$ cat config.mk
export PLATFORM = sky130hd
export DESIGN_NAME = usc_core
export DESIGN_NICKNAME = d
export VERILOG_FILES = /design/src/usc_pkg.sv /design/src/usc_baud_gen.sv /design/src/usc_core.sv
export SDC_FILE = /design/constraint.sdc
export NUM_CORES = 1
export LEC_CHECK = 0
export ABC_CLOCK_PERIOD_IN_PS = 5000
export BUFFER_PORTS_ARGS = -buffer_cell sky130_fd_sc_hd__buf_2
export CAP_MARGIN = 25
export CORE_UTILIZATION = 50
export CTS_CLUSTER_SIZE = 40
export DETAILED_ROUTE_END_ITERATION = 16
export PLACE_DENSITY_LB_ADDON = 0.15
export SLEW_MARGIN = 10
export SYNTH_ARGS = -nofsm -noshare
export SYNTH_HDL_FRONTEND = slang
export SYNTH_SLANG_ARGS = --single-unit
$ cat constraint.sdc
create_clock -name clk_sys -period 5 [get_ports clk_sys]
set_input_delay 0 -clock clk_sys [delete_from_list [all_inputs] [get_ports clk_sys]]
set_output_delay 0 -clock clk_sys [all_outputs]
set_load 0.05 [all_outputs]
$ cat src/usc_pkg.sv
/*
 * constants and state codes shared by the serial port clock generator,
 * frame engine and its register slave.
 * assumes a single 100 MHz system clock and a 32-bit bus with byte addresses.
 */
package usc_pkg;
   // register byte addresses, low eight address bits decoded
   localparam logic [7:0] ADDR_CTRL = 8'h00;
   localparam logic [7:0] ADDR_DIVL = 8'h04;
   localparam logic [7:0] ADDR_DIVH = 8'h08;
   localparam logic [7:0] ADDR_TXDATA = 8'h0c;
   localparam logic [7:0] ADDR_RXDATA = 8'h10;
   localparam logic [7:0] ADDR_STATUS = 8'h14;

   // control register field positions
   localparam int CB_SYNC = 0;
   localparam int CB_DSPEED = 1;
   localparam int CB_CLKDIR = 2;
   localparam int CB_POL = 3;
   localparam int CB_CSIZE = 4;
   localparam int CB_PARITY = 7;
   localparam int CB_STOP = 9;
   localparam int CB_NINTH = 10;

   // values after reset: 8 data bits, no parity, one stop bit
   localparam logic [10:0] CTRL_RESET = 11'h030;
   localparam logic [11:0] DIV_RESET = 12'h000;

   // baud tick counts per bit and start bit mid points, written as last state index
   localparam logic [3:0] OS_NORMAL_LAST = 4'hf;
   localparam logic [3:0] OS_DOUBLE_LAST = 4'h7;
   localparam logic [3:0] OS_SYNC_LAST = 4'h0;
   localparam logic [3:0] MID_NORMAL = 4'h7;
   localparam logic [3:0] MID_DOUBLE = 4'h3;

   // character size coding
   localparam logic [2:0] CSIZE_NINE = 3'h7;
   localparam logic [3:0] BITS_NINE = 4'h9;
   localparam logic [3:0] BITS_EIGHT = 4'h8;
   localparam logic [1:0] STOPS_ONE = 2'h1;
   localparam logic [1:0] STOPS_TWO = 2'h2;

   typedef enum logic [3:0] {
      TX_IDLE = 4'b0001,
      TX_DATA = 4'b0010,
      TX_PAR = 4'b0100,
      TX_STOP = 4'b1000
   } usc_tx_t;

   typedef enum logic [4:0] {
      RX_IDLE = 5'b00001,
      RX_START = 5'b00010,
      RX_DATA = 5'b00100,
      RX_PAR = 5'b01000,
      RX_STOP = 5'b10000
   } usc_rx_t;
endpackage

$ cat src/usc_baud_gen.sv
/*
 * baud rate generator: a 12-bit down-counter on the system clock.
 * assumes reload is a one-cycle pulse that comes with the new divisor.
 */
`timescale 1ns/1ns
module usc_baud_gen (
   input wire logic clk_sys,
   input wire logic sys_rst,
   input wire logic [11:0] divisor,
   input wire logic reload,
   output logic baudTick
);
   typedef struct packed {
      logic [11:0] cnt;
   } usc_baud_t;

   usc_baud_t s_reg;
   usc_baud_t s_next;

   // one tick per pass through zero
   assign baudTick = (s_reg.cnt == 12'h000);

   // count down, reload at zero or on a low-byte write
   always_comb begin
      s_next = s_reg;
      if (reload || baudTick) begin
         s_next.cnt = divisor;
      end else begin
         s_next.cnt = s_reg.cnt - 12'h001;
      end
   end

   always_ff @(posedge clk_sys) begin
      if (sys_rst) begin
         s_reg.cnt <= usc_pkg::DIV_RESET;
      end else begin
         s_reg <= s_next;
      end
   end
endmodule

$ cat src/usc_core.sv
/*
 * serial port clock generation and frame engine with an AHB-Lite register slave.
 * assumes serial pin already sampled to clk_sys, clock pin synchronised here; one slave on the bus.
 */
`timescale 1ns/1ns
module usc_core (
   input wire logic clk_sys,
   input wire logic sys_rst,
   input wire logic hsel,
   input wire logic [31:0] haddr,
   input wire logic [1:0] htrans,
   input wire logic hwrite,
   input wire logic [2:0] hsize,
   input wire logic [31:0] hwdata,
   input wire logic hready,
   output logic hreadyout,
   output logic [31:0] hrdata,
   output logic hresp,
   input wire logic serialInPin,
   output logic serialOutPin,
   input wire logic transferClockPinIn,
   output logic transferClockPinOut,
   output logic transferClockPinOe
);
   typedef struct packed {
      logic [10:0] ctrl;
      logic [3:0] divHigh;
      logic [11:0] divisor;
      logic aPend;
      logic aWrite;
      logic [7:0] aAddr;
      logic [31:0] rdata;
      logic [2:0] xSync;
      logic xckOut;
      logic [3:0] txPre;
      usc_pkg::usc_tx_t txState;
      logic [8:0] txBuf;
      logic txBufValid;
      logic [8:0] txShift;
      logic [3:0] txIdx;
      logic [1:0] txStops;
      logic txPar;
      logic txLine;
      usc_pkg::usc_rx_t rxState;
      logic [3:0] rxCnt;
      logic [3:0] rxIdx;
      logic [8:0] rxShift;
      logic rxPar;
      logic rxParBad;
      logic [8:0] rxData;
      logic txDone;
      logic rxDone;
      logic frameErr;
      logic parErr;
   } usc_state_t;

   usc_state_t s_reg;
   usc_state_t s_next;

   logic syncMode, doubleSpeed, masterMode, slaveMode, polarity;
   logic [2:0] charSize;
   logic [3:0] nBits, lastData, osLast, rxLast, rxMid;
   logic parEn, oddSel;
   logic [1:0] stops;
   logic baudTick, divLoad;
   logic [11:0] genDiv;
   logic rawRise, rawFall, clkRise, clkFall, changeEdge, sampleEdge;
   logic txStep, rxTick, addrPhase;
   logic startNew, rxSample, txClr, rxClr;

   // mode decode from the control register
   assign syncMode = s_reg.ctrl[usc_pkg::CB_SYNC];
   assign doubleSpeed = s_reg.ctrl[usc_pkg::CB_DSPEED] & ~syncMode;
   assign masterMode = syncMode & s_reg.ctrl[usc_pkg::CB_CLKDIR];
   assign slaveMode = syncMode & ~s_reg.ctrl[usc_pkg::CB_CLKDIR];
   assign polarity = s_reg.ctrl[usc_pkg::CB_POL];

   // frame format shared by transmitter and receiver; stop count used by the transmitter only
   assign charSize = s_reg.ctrl[usc_pkg::CB_CSIZE +: 3];
   assign nBits = (charSize == usc_pkg::CSIZE_NINE) ? usc_pkg::BITS_NINE :
                  charSize[2] ? usc_pkg::BITS_EIGHT : ({2'b01, charSize[1:0]} + 4'h1);
   assign lastData = nBits - 4'h1;
   assign parEn = s_reg.ctrl[usc_pkg::CB_PARITY + 1];
   assign oddSel = s_reg.ctrl[usc_pkg::CB_PARITY];
   assign stops = s_reg.ctrl[usc_pkg::CB_STOP] ? usc_pkg::STOPS_TWO : usc_pkg::STOPS_ONE;

   // a low-byte write hands the whole divisor to the counter at once
   assign divLoad = s_reg.aPend & s_reg.aWrite & (s_reg.aAddr == usc_pkg::ADDR_DIVL);
   assign genDiv = divLoad ? {s_reg.divHigh, hwdata[7:0]} : s_reg.divisor;

   usc_baud_gen baudGen (
      .clk_sys(clk_sys),
      .sys_rst(sys_rst),
      .divisor(genDiv),
      .reload(divLoad),
      .baudTick(baudTick)
   );

   // transfer clock edges: own toggle in master, synchronised pin in slave
   assign rawRise = s_reg.xSync[1] & ~s_reg.xSync[2];
   assign rawFall = ~s_reg.xSync[1] & s_reg.xSync[2];
   assign clkRise = (masterMode & baudTick & ~s_reg.xckOut) | (slaveMode & rawRise);
   assign clkFall = (masterMode & baudTick & s_reg.xckOut) | (slaveMode & rawFall);
   assign changeEdge = polarity ? clkFall : clkRise;
   assign sampleEdge = polarity ? clkRise : clkFall;

   // bit pacing per mode
   assign osLast = doubleSpeed ? usc_pkg::OS_DOUBLE_LAST : usc_pkg::OS_NORMAL_LAST;
   assign rxLast = syncMode ? usc_pkg::OS_SYNC_LAST : osLast;
   assign rxMid = doubleSpeed ? usc_pkg::MID_DOUBLE : usc_pkg::MID_NORMAL;
   assign txStep = syncMode ? changeEdge : (baudTick & (s_reg.txPre == osLast));
   assign rxTick = syncMode ? sampleEdge : baudTick;

   // zero-wait slave, always OKAY
   assign addrPhase = hsel & htrans[1] & hready;
   assign hreadyout = 1'b1;
   assign hresp = 1'b0;
   assign hrdata = s_reg.rdata;
   assign serialOutPin = s_reg.txLine;
   assign transferClockPinOut = s_reg.xckOut;
   assign transferClockPinOe = masterMode;

   // next state: bus, clock edges, transmitter, receiver
   always_comb begin
      s_next = s_reg;
      startNew = 1'b0;
      rxSample = 1'b0;
      txClr = 1'b0;
      rxClr = 1'b0;

      // data phase of a write
      if (s_reg.aPend && s_reg.aWrite) begin
         case (s_reg.aAddr)
            usc_pkg::ADDR_CTRL: begin
               s_next.ctrl = hwdata[10:0];
            end
            usc_pkg::ADDR_DIVH: begin
               s_next.divHigh = hwdata[3:0];
            end
            usc_pkg::ADDR_DIVL: begin
               s_next.divisor = genDiv;
            end
            usc_pkg::ADDR_STATUS: begin
               txClr = hwdata[0];
            end
            default: begin
            end
         endcase
      end

      // address phase; read data registered for the data phase
      s_next.aPend = addrPhase;
      if (addrPhase) begin
         s_next.aWrite = hwrite;
         s_next.aAddr = haddr[7:0];
      end
      if (addrPhase && !hwrite) begin
         case (haddr[7:0])
            usc_pkg::ADDR_CTRL: s_next.rdata = {21'h000000, s_reg.ctrl};
            usc_pkg::ADDR_DIVL: s_next.rdata = {24'h000000, s_reg.divisor[7:0]};
            usc_pkg::ADDR_DIVH: s_next.rdata = {28'h0000000, s_reg.divHigh};
            usc_pkg::ADDR_RXDATA: begin
               s_next.rdata = {23'h000000, s_reg.rxData};
               rxClr = 1'b1;
            end
            usc_pkg::ADDR_STATUS: begin
               s_next.rdata = {26'h0000000, s_reg.txState != usc_pkg::TX_IDLE, ~s_reg.txBufValid,
                               s_reg.parErr, s_reg.frameErr, s_reg.rxDone, s_reg.txDone};
            end
            default: s_next.rdata = 32'h00000000;
         endcase
      end
      if (txClr) begin
         s_next.txDone = 1'b0;
      end
      if (rxClr) begin
         s_next.rxDone = 1'b0;
      end

      // pin synchroniser, previous-value stage, master clock toggle
      s_next.xSync = {s_reg.xSync[1], s_reg.xSync[0], transferClockPinIn};
      if (!masterMode) begin
         s_next.xckOut = 1'b0;
      end else if (baudTick) begin
         s_next.xckOut = ~s_reg.xckOut;
      end

      // async transmit prescaler, free running on baud ticks
      if (syncMode) begin
         s_next.txPre = 4'h0;
      end else if (baudTick) begin
         s_next.txPre = (s_reg.txPre == osLast) ? 4'h0 : s_reg.txPre + 4'h1;
      end

      // transmitter, one step per bit time
      if (txStep) begin
         case (s_reg.txState)
            usc_pkg::TX_IDLE: begin
               s_next.txLine = 1'b1;
               startNew = s_reg.txBufValid;
            end
            usc_pkg::TX_DATA: begin
               s_next.txLine = s_reg.txShift[0];
               s_next.txPar = s_reg.txPar ^ s_reg.txShift[0];
               s_next.txShift = {1'b0, s_reg.txShift[8:1]};
               s_next.txIdx = s_reg.txIdx + 4'h1;
               if (s_reg.txIdx == lastData) begin
                  s_next.txStops = 2'h0;
                  s_next.txState = parEn ? usc_pkg::TX_PAR : usc_pkg::TX_STOP;
               end
            end
            usc_pkg::TX_PAR: begin
               s_next.txLine = s_reg.txPar ^ oddSel;
               s_next.txState = usc_pkg::TX_STOP;
            end
            usc_pkg::TX_STOP: begin
               s_next.txLine = 1'b1;
               if (s_reg.txStops == stops) begin
                  startNew = s_reg.txBufValid;
                  if (!s_reg.txBufValid) begin
                     s_next.txDone = 1'b1;
                     s_next.txState = usc_pkg::TX_IDLE;
                  end
               end else begin
                  s_next.txStops = s_reg.txStops + 2'h1;
               end
            end
            default: s_next.txState = usc_pkg::TX_IDLE;
         endcase
      end
      if (startNew) begin
         s_next.txLine = 1'b0;
         s_next.txShift = s_reg.txBuf;
         s_next.txBufValid = 1'b0;
         s_next.txIdx = 4'h0;
         s_next.txPar = 1'b0;
         s_next.txState = usc_pkg::TX_DATA;
      end

      // a data write after the hand-off is kept; ninth bit taken now
      if (s_reg.aPend && s_reg.aWrite && s_reg.aAddr == usc_pkg::ADDR_TXDATA) begin
         s_next.txBuf = {s_reg.ctrl[usc_pkg::CB_NINTH], hwdata[7:0]};
         s_next.txBufValid = 1'b1;
      end

      // receiver state counter, steps on its tick only
      if (rxTick) begin
         case (s_reg.rxState)
            usc_pkg::RX_IDLE: begin
               if (!serialInPin) begin
                  s_next.rxCnt = 4'h0;
                  s_next.rxIdx = 4'h0;
                  s_next.rxPar = 1'b0;
                  s_next.rxParBad = 1'b0;
                  s_next.rxShift = 9'h000;
                  s_next.rxState = syncMode ? usc_pkg::RX_DATA : usc_pkg::RX_START;
               end
            end
            usc_pkg::RX_START: begin
               if (s_reg.rxCnt == rxMid) begin
                  s_next.rxCnt = 4'h0;
                  s_next.rxState = serialInPin ? usc_pkg::RX_IDLE : usc_pkg::RX_DATA;
               end else begin
                  s_next.rxCnt = s_reg.rxCnt + 4'h1;
               end
            end
            usc_pkg::RX_DATA, usc_pkg::RX_PAR, usc_pkg::RX_STOP: begin
               if (s_reg.rxCnt == rxLast) begin
                  s_next.rxCnt = 4'h0;
                  rxSample = 1'b1;
               end else begin
                  s_next.rxCnt = s_reg.rxCnt + 4'h1;
               end
            end
            default: s_next.rxState = usc_pkg::RX_IDLE;
         endcase
      end

      // receiver bit capture
      if (rxSample) begin
         case (s_reg.rxState)
            usc_pkg::RX_DATA: begin
               s_next.rxShift[s_reg.rxIdx] = serialInPin;
               s_next.rxPar = s_reg.rxPar ^ serialInPin;
               s_next.rxIdx = s_reg.rxIdx + 4'h1;
               if (s_reg.rxIdx == lastData) begin
                  s_next.rxState = parEn ? usc_pkg::RX_PAR : usc_pkg::RX_STOP;
               end
            end
            usc_pkg::RX_PAR: begin
               s_next.rxParBad = s_reg.rxPar ^ oddSel ^ serialInPin;
               s_next.rxState = usc_pkg::RX_STOP;
            end
            usc_pkg::RX_STOP: begin
               s_next.frameErr = ~serialInPin;
               s_next.parErr = parEn & s_reg.rxParBad;
               s_next.rxData = s_reg.rxShift;
               s_next.rxDone = 1'b1;
               s_next.rxState = usc_pkg::RX_IDLE;
            end
            default: begin
            end
         endcase
      end
   end

   always_ff @(posedge clk_sys) begin
      if (sys_rst) begin
         s_reg <= '0;
         s_reg.ctrl <= usc_pkg::CTRL_RESET;
         s_reg.divisor <= usc_pkg::DIV_RESET;
         s_reg.txState <= usc_pkg::TX_IDLE;
         s_reg.rxState <= usc_pkg::RX_IDLE;
         s_reg.txLine <= 1'b1;
      end else begin
         s_reg <= s_next;
      end
   end
endmodule

After elaboration in Yosys (flattened, before gate mapping)
Cells that the tools add are included.
- add/subtract/negate cells: 8
- magnitude comparators: 2
- equal/unequal tests: 34
- multiplexer cells: 70
- bitwise logic cells: 32
- reduce and logical (&&, ||, !) cells: 31
- operators with widths (kind ; number):
    two-way mux 24 bit ; 3
    case mux 11 bit (5 select lines) ; 1
    two-way mux 4 bit ; 11
    case mux 5 bit (3 select lines) ; 2
    two-way mux 14 bit ; 2
    equality test 8 x 4 -> 1 bit (second input constant) ; 3
    equality test 8 x 5 -> 1 bit (second input constant) ; 3
    two-way mux 1 bit ; 24
    two-way mux 12 bit ; 2
    two-way mux 5 bit ; 4
    two-way mux 17 bit ; 1
    adder 4 x 1 -> 4 bit (second input constant) ; 4
    bitwise AND 1 bit ; 16
    equality test 4 bit ; 4
    equality test 8 x 3 -> 1 bit (second input constant) ; 2
    zero test 8 bit ; 2
    case mux 4 bit (4 select lines) ; 1
    two-way mux 15 bit ; 1
    two-way mux 3 bit ; 5
    AND reduction 2 bit ; 7
    two-way mux 13 bit ; 1
    zero test 12 bit ; 1
    != test 2 bit (second input constant) ; 6
    case mux 4 bit (3 select lines) ; 1
    other kinds (41) ; 70
- flip-flop bits (word level): 157
- bits of input ports: 76
- output and inout bits: 37
- logic and storage cells: 208

Depth between registers and ports, before layout
- depth after elaboration: 11
- mapped depth: 10
- depth with buffers taken out: 9

Cells and area by module
From an unflattened synthesis, not the netlist that was laid out.
- cells, all modules: 809
- area, all modules: 6950.4 um2
- by module, submodules not included (module ; instances ; cells each ; area an instance (um2) ; sequential area each (um2)):
    usc_core ; 1 ; 732 ; 6263.5 ; 2482.4
    usc_baud_gen ; 1 ; 77 ; 686.9 ; 240.2

Least setup slack after synthesis
No wires, ideal clock.
- path type: reg2reg
- start point: reg s_reg, in the netlist charSize[0]
- end point: reg s_reg[67] in the netlist's numbering
- setup time: 0.101 ns
- arrival time: 2.311 ns
- data required time: 4.899 ns
- setup slack: 2.588 ns
- stages on the path, launching flop included: 10
- buffers on the path: 1
- clock period less this slack: 2.412 ns
- cell sequence: dfxtp_1 > ha_1 > clkbuf_1 > a21oi_1 > ha_1 > xnor2_1 > a31o_2 > a211oi_1 > o21ai_1 > o41ai_1
- longest elaborated chain between the ends: 7
- elaborated cells between the ends (all ways): 8
- those cells by class: 2 x add/sub; 3 x eq/ne; 2 x mux; 1 x reduce/logical
- RTL lines (element ; RTL line ; text):
    from (decl) ; usc_core.sv:57 ; usc_state_t s_reg;
    from (signal assigned) ; usc_core.sv:316 ; s_reg <= s_next;
    adder 3 x 1 -> 4 bit ; usc_core.sv:81 ; charSize[2] ? usc_pkg::BITS_EIGHT : ({2'b01, charSize[1:0]} + 4'h1);
    two-way mux 4 bit ; usc_core.sv:81 ;
    two-way mux 4 bit * ; usc_core.sv:80 ; assign nBits = (charSize == usc_pkg::CSIZE_NINE) ? usc_pkg::BITS_NINE :
    subtractor 4 x 1 -> 4 bit * ; usc_core.sv:82 ; assign lastData = nBits - 4'h1;
    equality test 4 bit * ; usc_core.sv:207 ; if (s_reg.txIdx == lastData) begin
    != test 2 bit (no source line) * ; -- ;
    AND reduction 5 bit (no source line) * ; -- ;
Every way passes the cells marked *; elsewhere a longest branch is shown, timed or not.
A chain may end at the register's enable or synchronous reset.

Worst setup path after layout
- start point: reg baudGen.s_reg[0] in the netlist's numbering
- end point: reg s_reg[22] in the netlist's numbering
- longest elaborated chain between the ends: 10
- elaborated cells between the ends (all ways): 13
- those cells by class: 7 x mux; 5 x bitwise; 1 x reduce/logical
- RTL lines (element ; RTL line ; text):
    from (decl) ; usc_baud_gen.sv:17 ; usc_baud_t s_reg;
    from (signal assigned) ; usc_baud_gen.sv:37 ; s_reg <= s_next;
    zero test 12 bit * ; usc_baud_gen.sv:21 ; assign baudTick = (s_reg.cnt == 12'h000);
    bitwise AND 1 bit ; usc_core.sv:102, usc_core.sv:103 ;
    bitwise AND 1 bit (on tied branches) ; usc_core.sv:103, usc_core.sv:102 ;
    bitwise OR 1 bit (on tied branches) ; usc_core.sv:103, usc_core.sv:102 ;
    two-way mux 1 bit ; usc_core.sv:105 ; assign sampleEdge = polarity ? clkRise : clkFall;
    two-way mux 1 bit * ; usc_core.sv:112 ; assign rxTick = syncMode ? sampleEdge : baudTick;
    two-way mux 24 bit ; usc_core.sv:247 ; if (rxTick) begin
    bitwise mux 9 bit ; usc_core.sv:283 ; s_next.rxShift[s_reg.rxIdx] = serialInPin;
    two-way mux 14 bit ; usc_core.sv:281 ; case (s_reg.rxState)
    two-way mux 24 bit * ; usc_core.sv:280 ; if (rxSample) begin
Marks and branches as above.

==> flow_summary.ini <==
[floorplan]
ioPinCount = 113
initial_utilization_pct = 52.1
rows = 42
coreArea_um2 = 13400
die_h_um = 120
die_area_um2 = 14400
die_x_um = 120

[critical_path]
r2r_cells = 9
cp.buffers_inverters = 2
cp_top_family = simple AND/OR/NAND/NOR gates
path_cells = inv_1, ha_1, nor3b_1, nand4_1, buf_4, a32o_2, nor3_4, a311oi_1, a41o_1
endpoint_kind = flop
cp.depth = 9
arrival_ps = 3120
slowest_delay_ps = 470
reg2reg_from = baudGen.s_reg[0]$_SDFF_PP0_
path_max_fanout = 28
cpMaxStageDelayCell = nor3_4
start_kind = flop
crit_type = flop to flop
r2r_end = s_reg[22]$_SDFF_PP0_
reg2reg_slack_ps = 2200
cp.required_ps = 5320

[power_and_ir_drop]
peakVddDrop_mv = 0.248
total_leakage_power_nw = 2.93
switching_share_pct = 29.3
p_sw_mw = 0.948
p_clk_share_pct = 42.4
powerDensity_nw_per_um2 = 408
internal_power_mw = 2.29
comb_power_share_pct = 20.5
power_frac_seq_pct = 37.1

[cells_and_area]
area_growth_pct = 13.9
diodes = 0
largest_reg_flops = 103
drive_gt1_share_pct = 11.3
stdcell_count = 1081
final_nets = 980

[route]
drt_iter0_drc = 641
viasPerCell = 5.87
wl_per_cell_um = 16.8
drc = 0
wirelength_mm = 18.2
antenna_left = 0
vias = 6342
first_pass_iters = 7

[grt]
antenna_found_initial = 1
grt_overflow = 0
grt_pass1_vias = 5815
grt_pass1_wl_mm = 29.4
grtUsageTotal_pct = 26.1
grt_start_max_net_pins = 59

[cts]
clock_latency_ps = 430
cts_sinks = 136
ctsHtreeMaxLevel = 4
cts_tree = done
cts.clk_slew.worst_paths_ps = 60
root_buffer = clkbuf_16
postCtsResizedCells = 0
clock_path_buffers = 2
cts-buffers-inserted = 17
postCtsSetupRepairBufs = 0

[worst_hold_path]
hp-class = primary input to flop
holdPathStages = 3
hold_path_end = s_reg[26]$_SDFF_PP0_
holdCritStartpoint = serialInPin

[sta]
max_freq_mhz = 357
setup_tns_ps = 0
period_needed_ps = 2800
finalHoldViolCount = 0
drv_slew = 0
finalClockSkew_ps = 8.71
relSlewSlack_pct = 32.6
timing.hold.ws_ps = 57.4
setup_viol_count_final = 0
rsz0062_at_grt = no
worst_slew_pin_slew_ps = 1000
period_share_pct = 56.0

[place]
place_congestion = 0.872
dpl.hpwl_mm = 12.6
io_buffers = 40
dp.cells = 1028

[synthesis]
synth_cell_types = 80
synthArstFlopShare_pct = 0
syn_area_um2 = 6980
synth-seq-cells = 136
yosysSeqAreaShare_pct = 39.0
synth_flop_cell = dfxtp_1
synth_edf_count = 0
yosys_warnings = 0
synthesis.instances = 868
avgSynthCellArea_um2 = 8.04

[status]
status = finished, final reports clean

[flow_run]
cap_violations = 0
-- synthesized netlist by cell type (3+ instances only) --
cell type,instances,area share (%)
mux2i_1,10,1.4
nand2b_1,7,0.63
buf_2,5,0.36
ha_1,12,2.2
nor3b_1,8,0.86
inv_1,24,1.3
nand2_1,139,7.5
nor2_1,53,2.9
or3_1,7,0.63
nor2b_1,13,1.2
dfxtp_1,136,39
nor3_1,27,1.9
a311oi_1,4,0.50
buf_1,3,0.16
a222oi_1,7,1.0
o31ai_1,4,0.43
a31o_2,3,0.38
a22oi_1,7,0.75
o21ai_0,27,1.9
nand3_1,39,2.8
a31oi_1,11,0.99
a22o_1,13,1.6
nand3b_1,7,0.75
a211oi_1,3,0.32
xor2_1,12,1.5
clkbuf_1,42,2.3
xnor2_1,14,1.8
or4_1,3,0.32
nand4_1,5,0.45
and3_1,7,0.63
a21oi_1,97,7.0
a32oi_1,3,0.38
o211ai_1,14,1.5
buf_4,35,3.8
nor4_1,6,0.54
a21o_1,3,0.32
-- layout make-up --
cell class	instances	area (µm²)
multi-input cells	643	3790
flip-flops and latches	136	2720
well taps	176	220
inverters	25	93.8
clock inverters	10	165
clock buffers	22	484
fillers	1206	5450
repair buffers	69	473
-- cell families after synthesis --
| family | after synthesis | synth area share, % |
|---|---|---|
| compound gates | 226 | 21.4 |
| buf+inv | 110 | 7.89 |
| flops | 136 | 39.0 |
| fa+ha+maj | 12 | 2.15 |
| other cells | 2 | 0.108 |
| simple gates | 345 | 24.4 |
| xor+xnor | 27 | 3.61 |
| mux | 10 | 1.44 |
-- cells in the final DEF (no fill, tap or decap), types with 7 or more instances in the layout --
master	count
nand2_1	139
dfxtp_1	136
a21oi_1	97
nor2_1	53
nand3_1	39
buf_2	39
nor3_1	27
o21ai_0	27
inv_1	24
conb_1	23
dlygate4sd3_1	21
clkbuf_16	17
xnor2_1	14
o211ai_1	14
nor2b_1	13
a22o_1	13
xor2_1	12
ha_1	12
a31oi_1	11
mux2i_1	10
buf_4	9
nor3b_1	8
nand2b_1	7
and3_1	7
or3_1	7
nand3b_1	7
a22oi_1	7
a222oi_1	7
-- worst register-to-register path: cells and delay by family (launching register included) --
kind,cells,cell delay [ps]
flops,1,330
simple gates,3,990
buf+inv,2,400
compound gates,3,810
fa+ha+maj,1,150
-- metal layers --
layer,wire (µm),track usage [%]
met1,7940,34.8
met2,8560,41.2
met3,1320,5.61
met4,339,10.0
met5,0,0
-- repair_timing --
item,in CTS,in global routing
endpoints found under the setup margin,0,0
endpoints found under the hold margin,50,0
hold buffers,21,0
-- worst max-delay path by stage --
stage | slack [ps] | from | to
2_1_floorplan | 2590 | charSize[0]$_SDFFE_PP1P_ | s_reg[67]$_SDFFE_PP0P_
3_3_place_gp | 2280 | charSize[0]$_SDFFE_PP1P_ | s_reg[67]$_SDFFE_PP0P_
3_5_place_dp | 2220 | charSize[0]$_SDFFE_PP1P_ | s_reg[67]$_SDFFE_PP0P_
4_1_cts | 2200 | charSize[0]$_SDFFE_PP1P_ | s_reg[67]$_SDFFE_PP0P_
5_1_grt | 1980 | baudGen.s_reg[0]$_SDFF_PP0_ | s_reg[22]$_SDFF_PP0_
6_report | 2200 | baudGen.s_reg[0]$_SDFF_PP0_ | s_reg[22]$_SDFF_PP0_
-- stage by stage --
step	setup slack, ps	util, %	instance area (µm²)	total power, mW
after floorplan	2590	-	7050	1.75
after global placement	2280	52.8	7080	1.85
after detailed placement	2220	52.9	7090	1.87
after CTS	2200	59.3	7950	3.25
after global routing	1980	59.3	7950	3.39
final	2200	59.3	7950	3.24
-- power groups by stage --
stage	clock, mW	combinational, mW	sequential [mW]
6_report	1.37	0.665	1.20
5_1_grt	1.44	0.735	1.21
4_1_cts	1.39	0.662	1.20
3_5_place_dp	0	0.648	1.22
3_3_place_gp	0	0.628	1.22
2_1_floorplan	0	0.545	1.20
(Power assumes the default switching activity.)
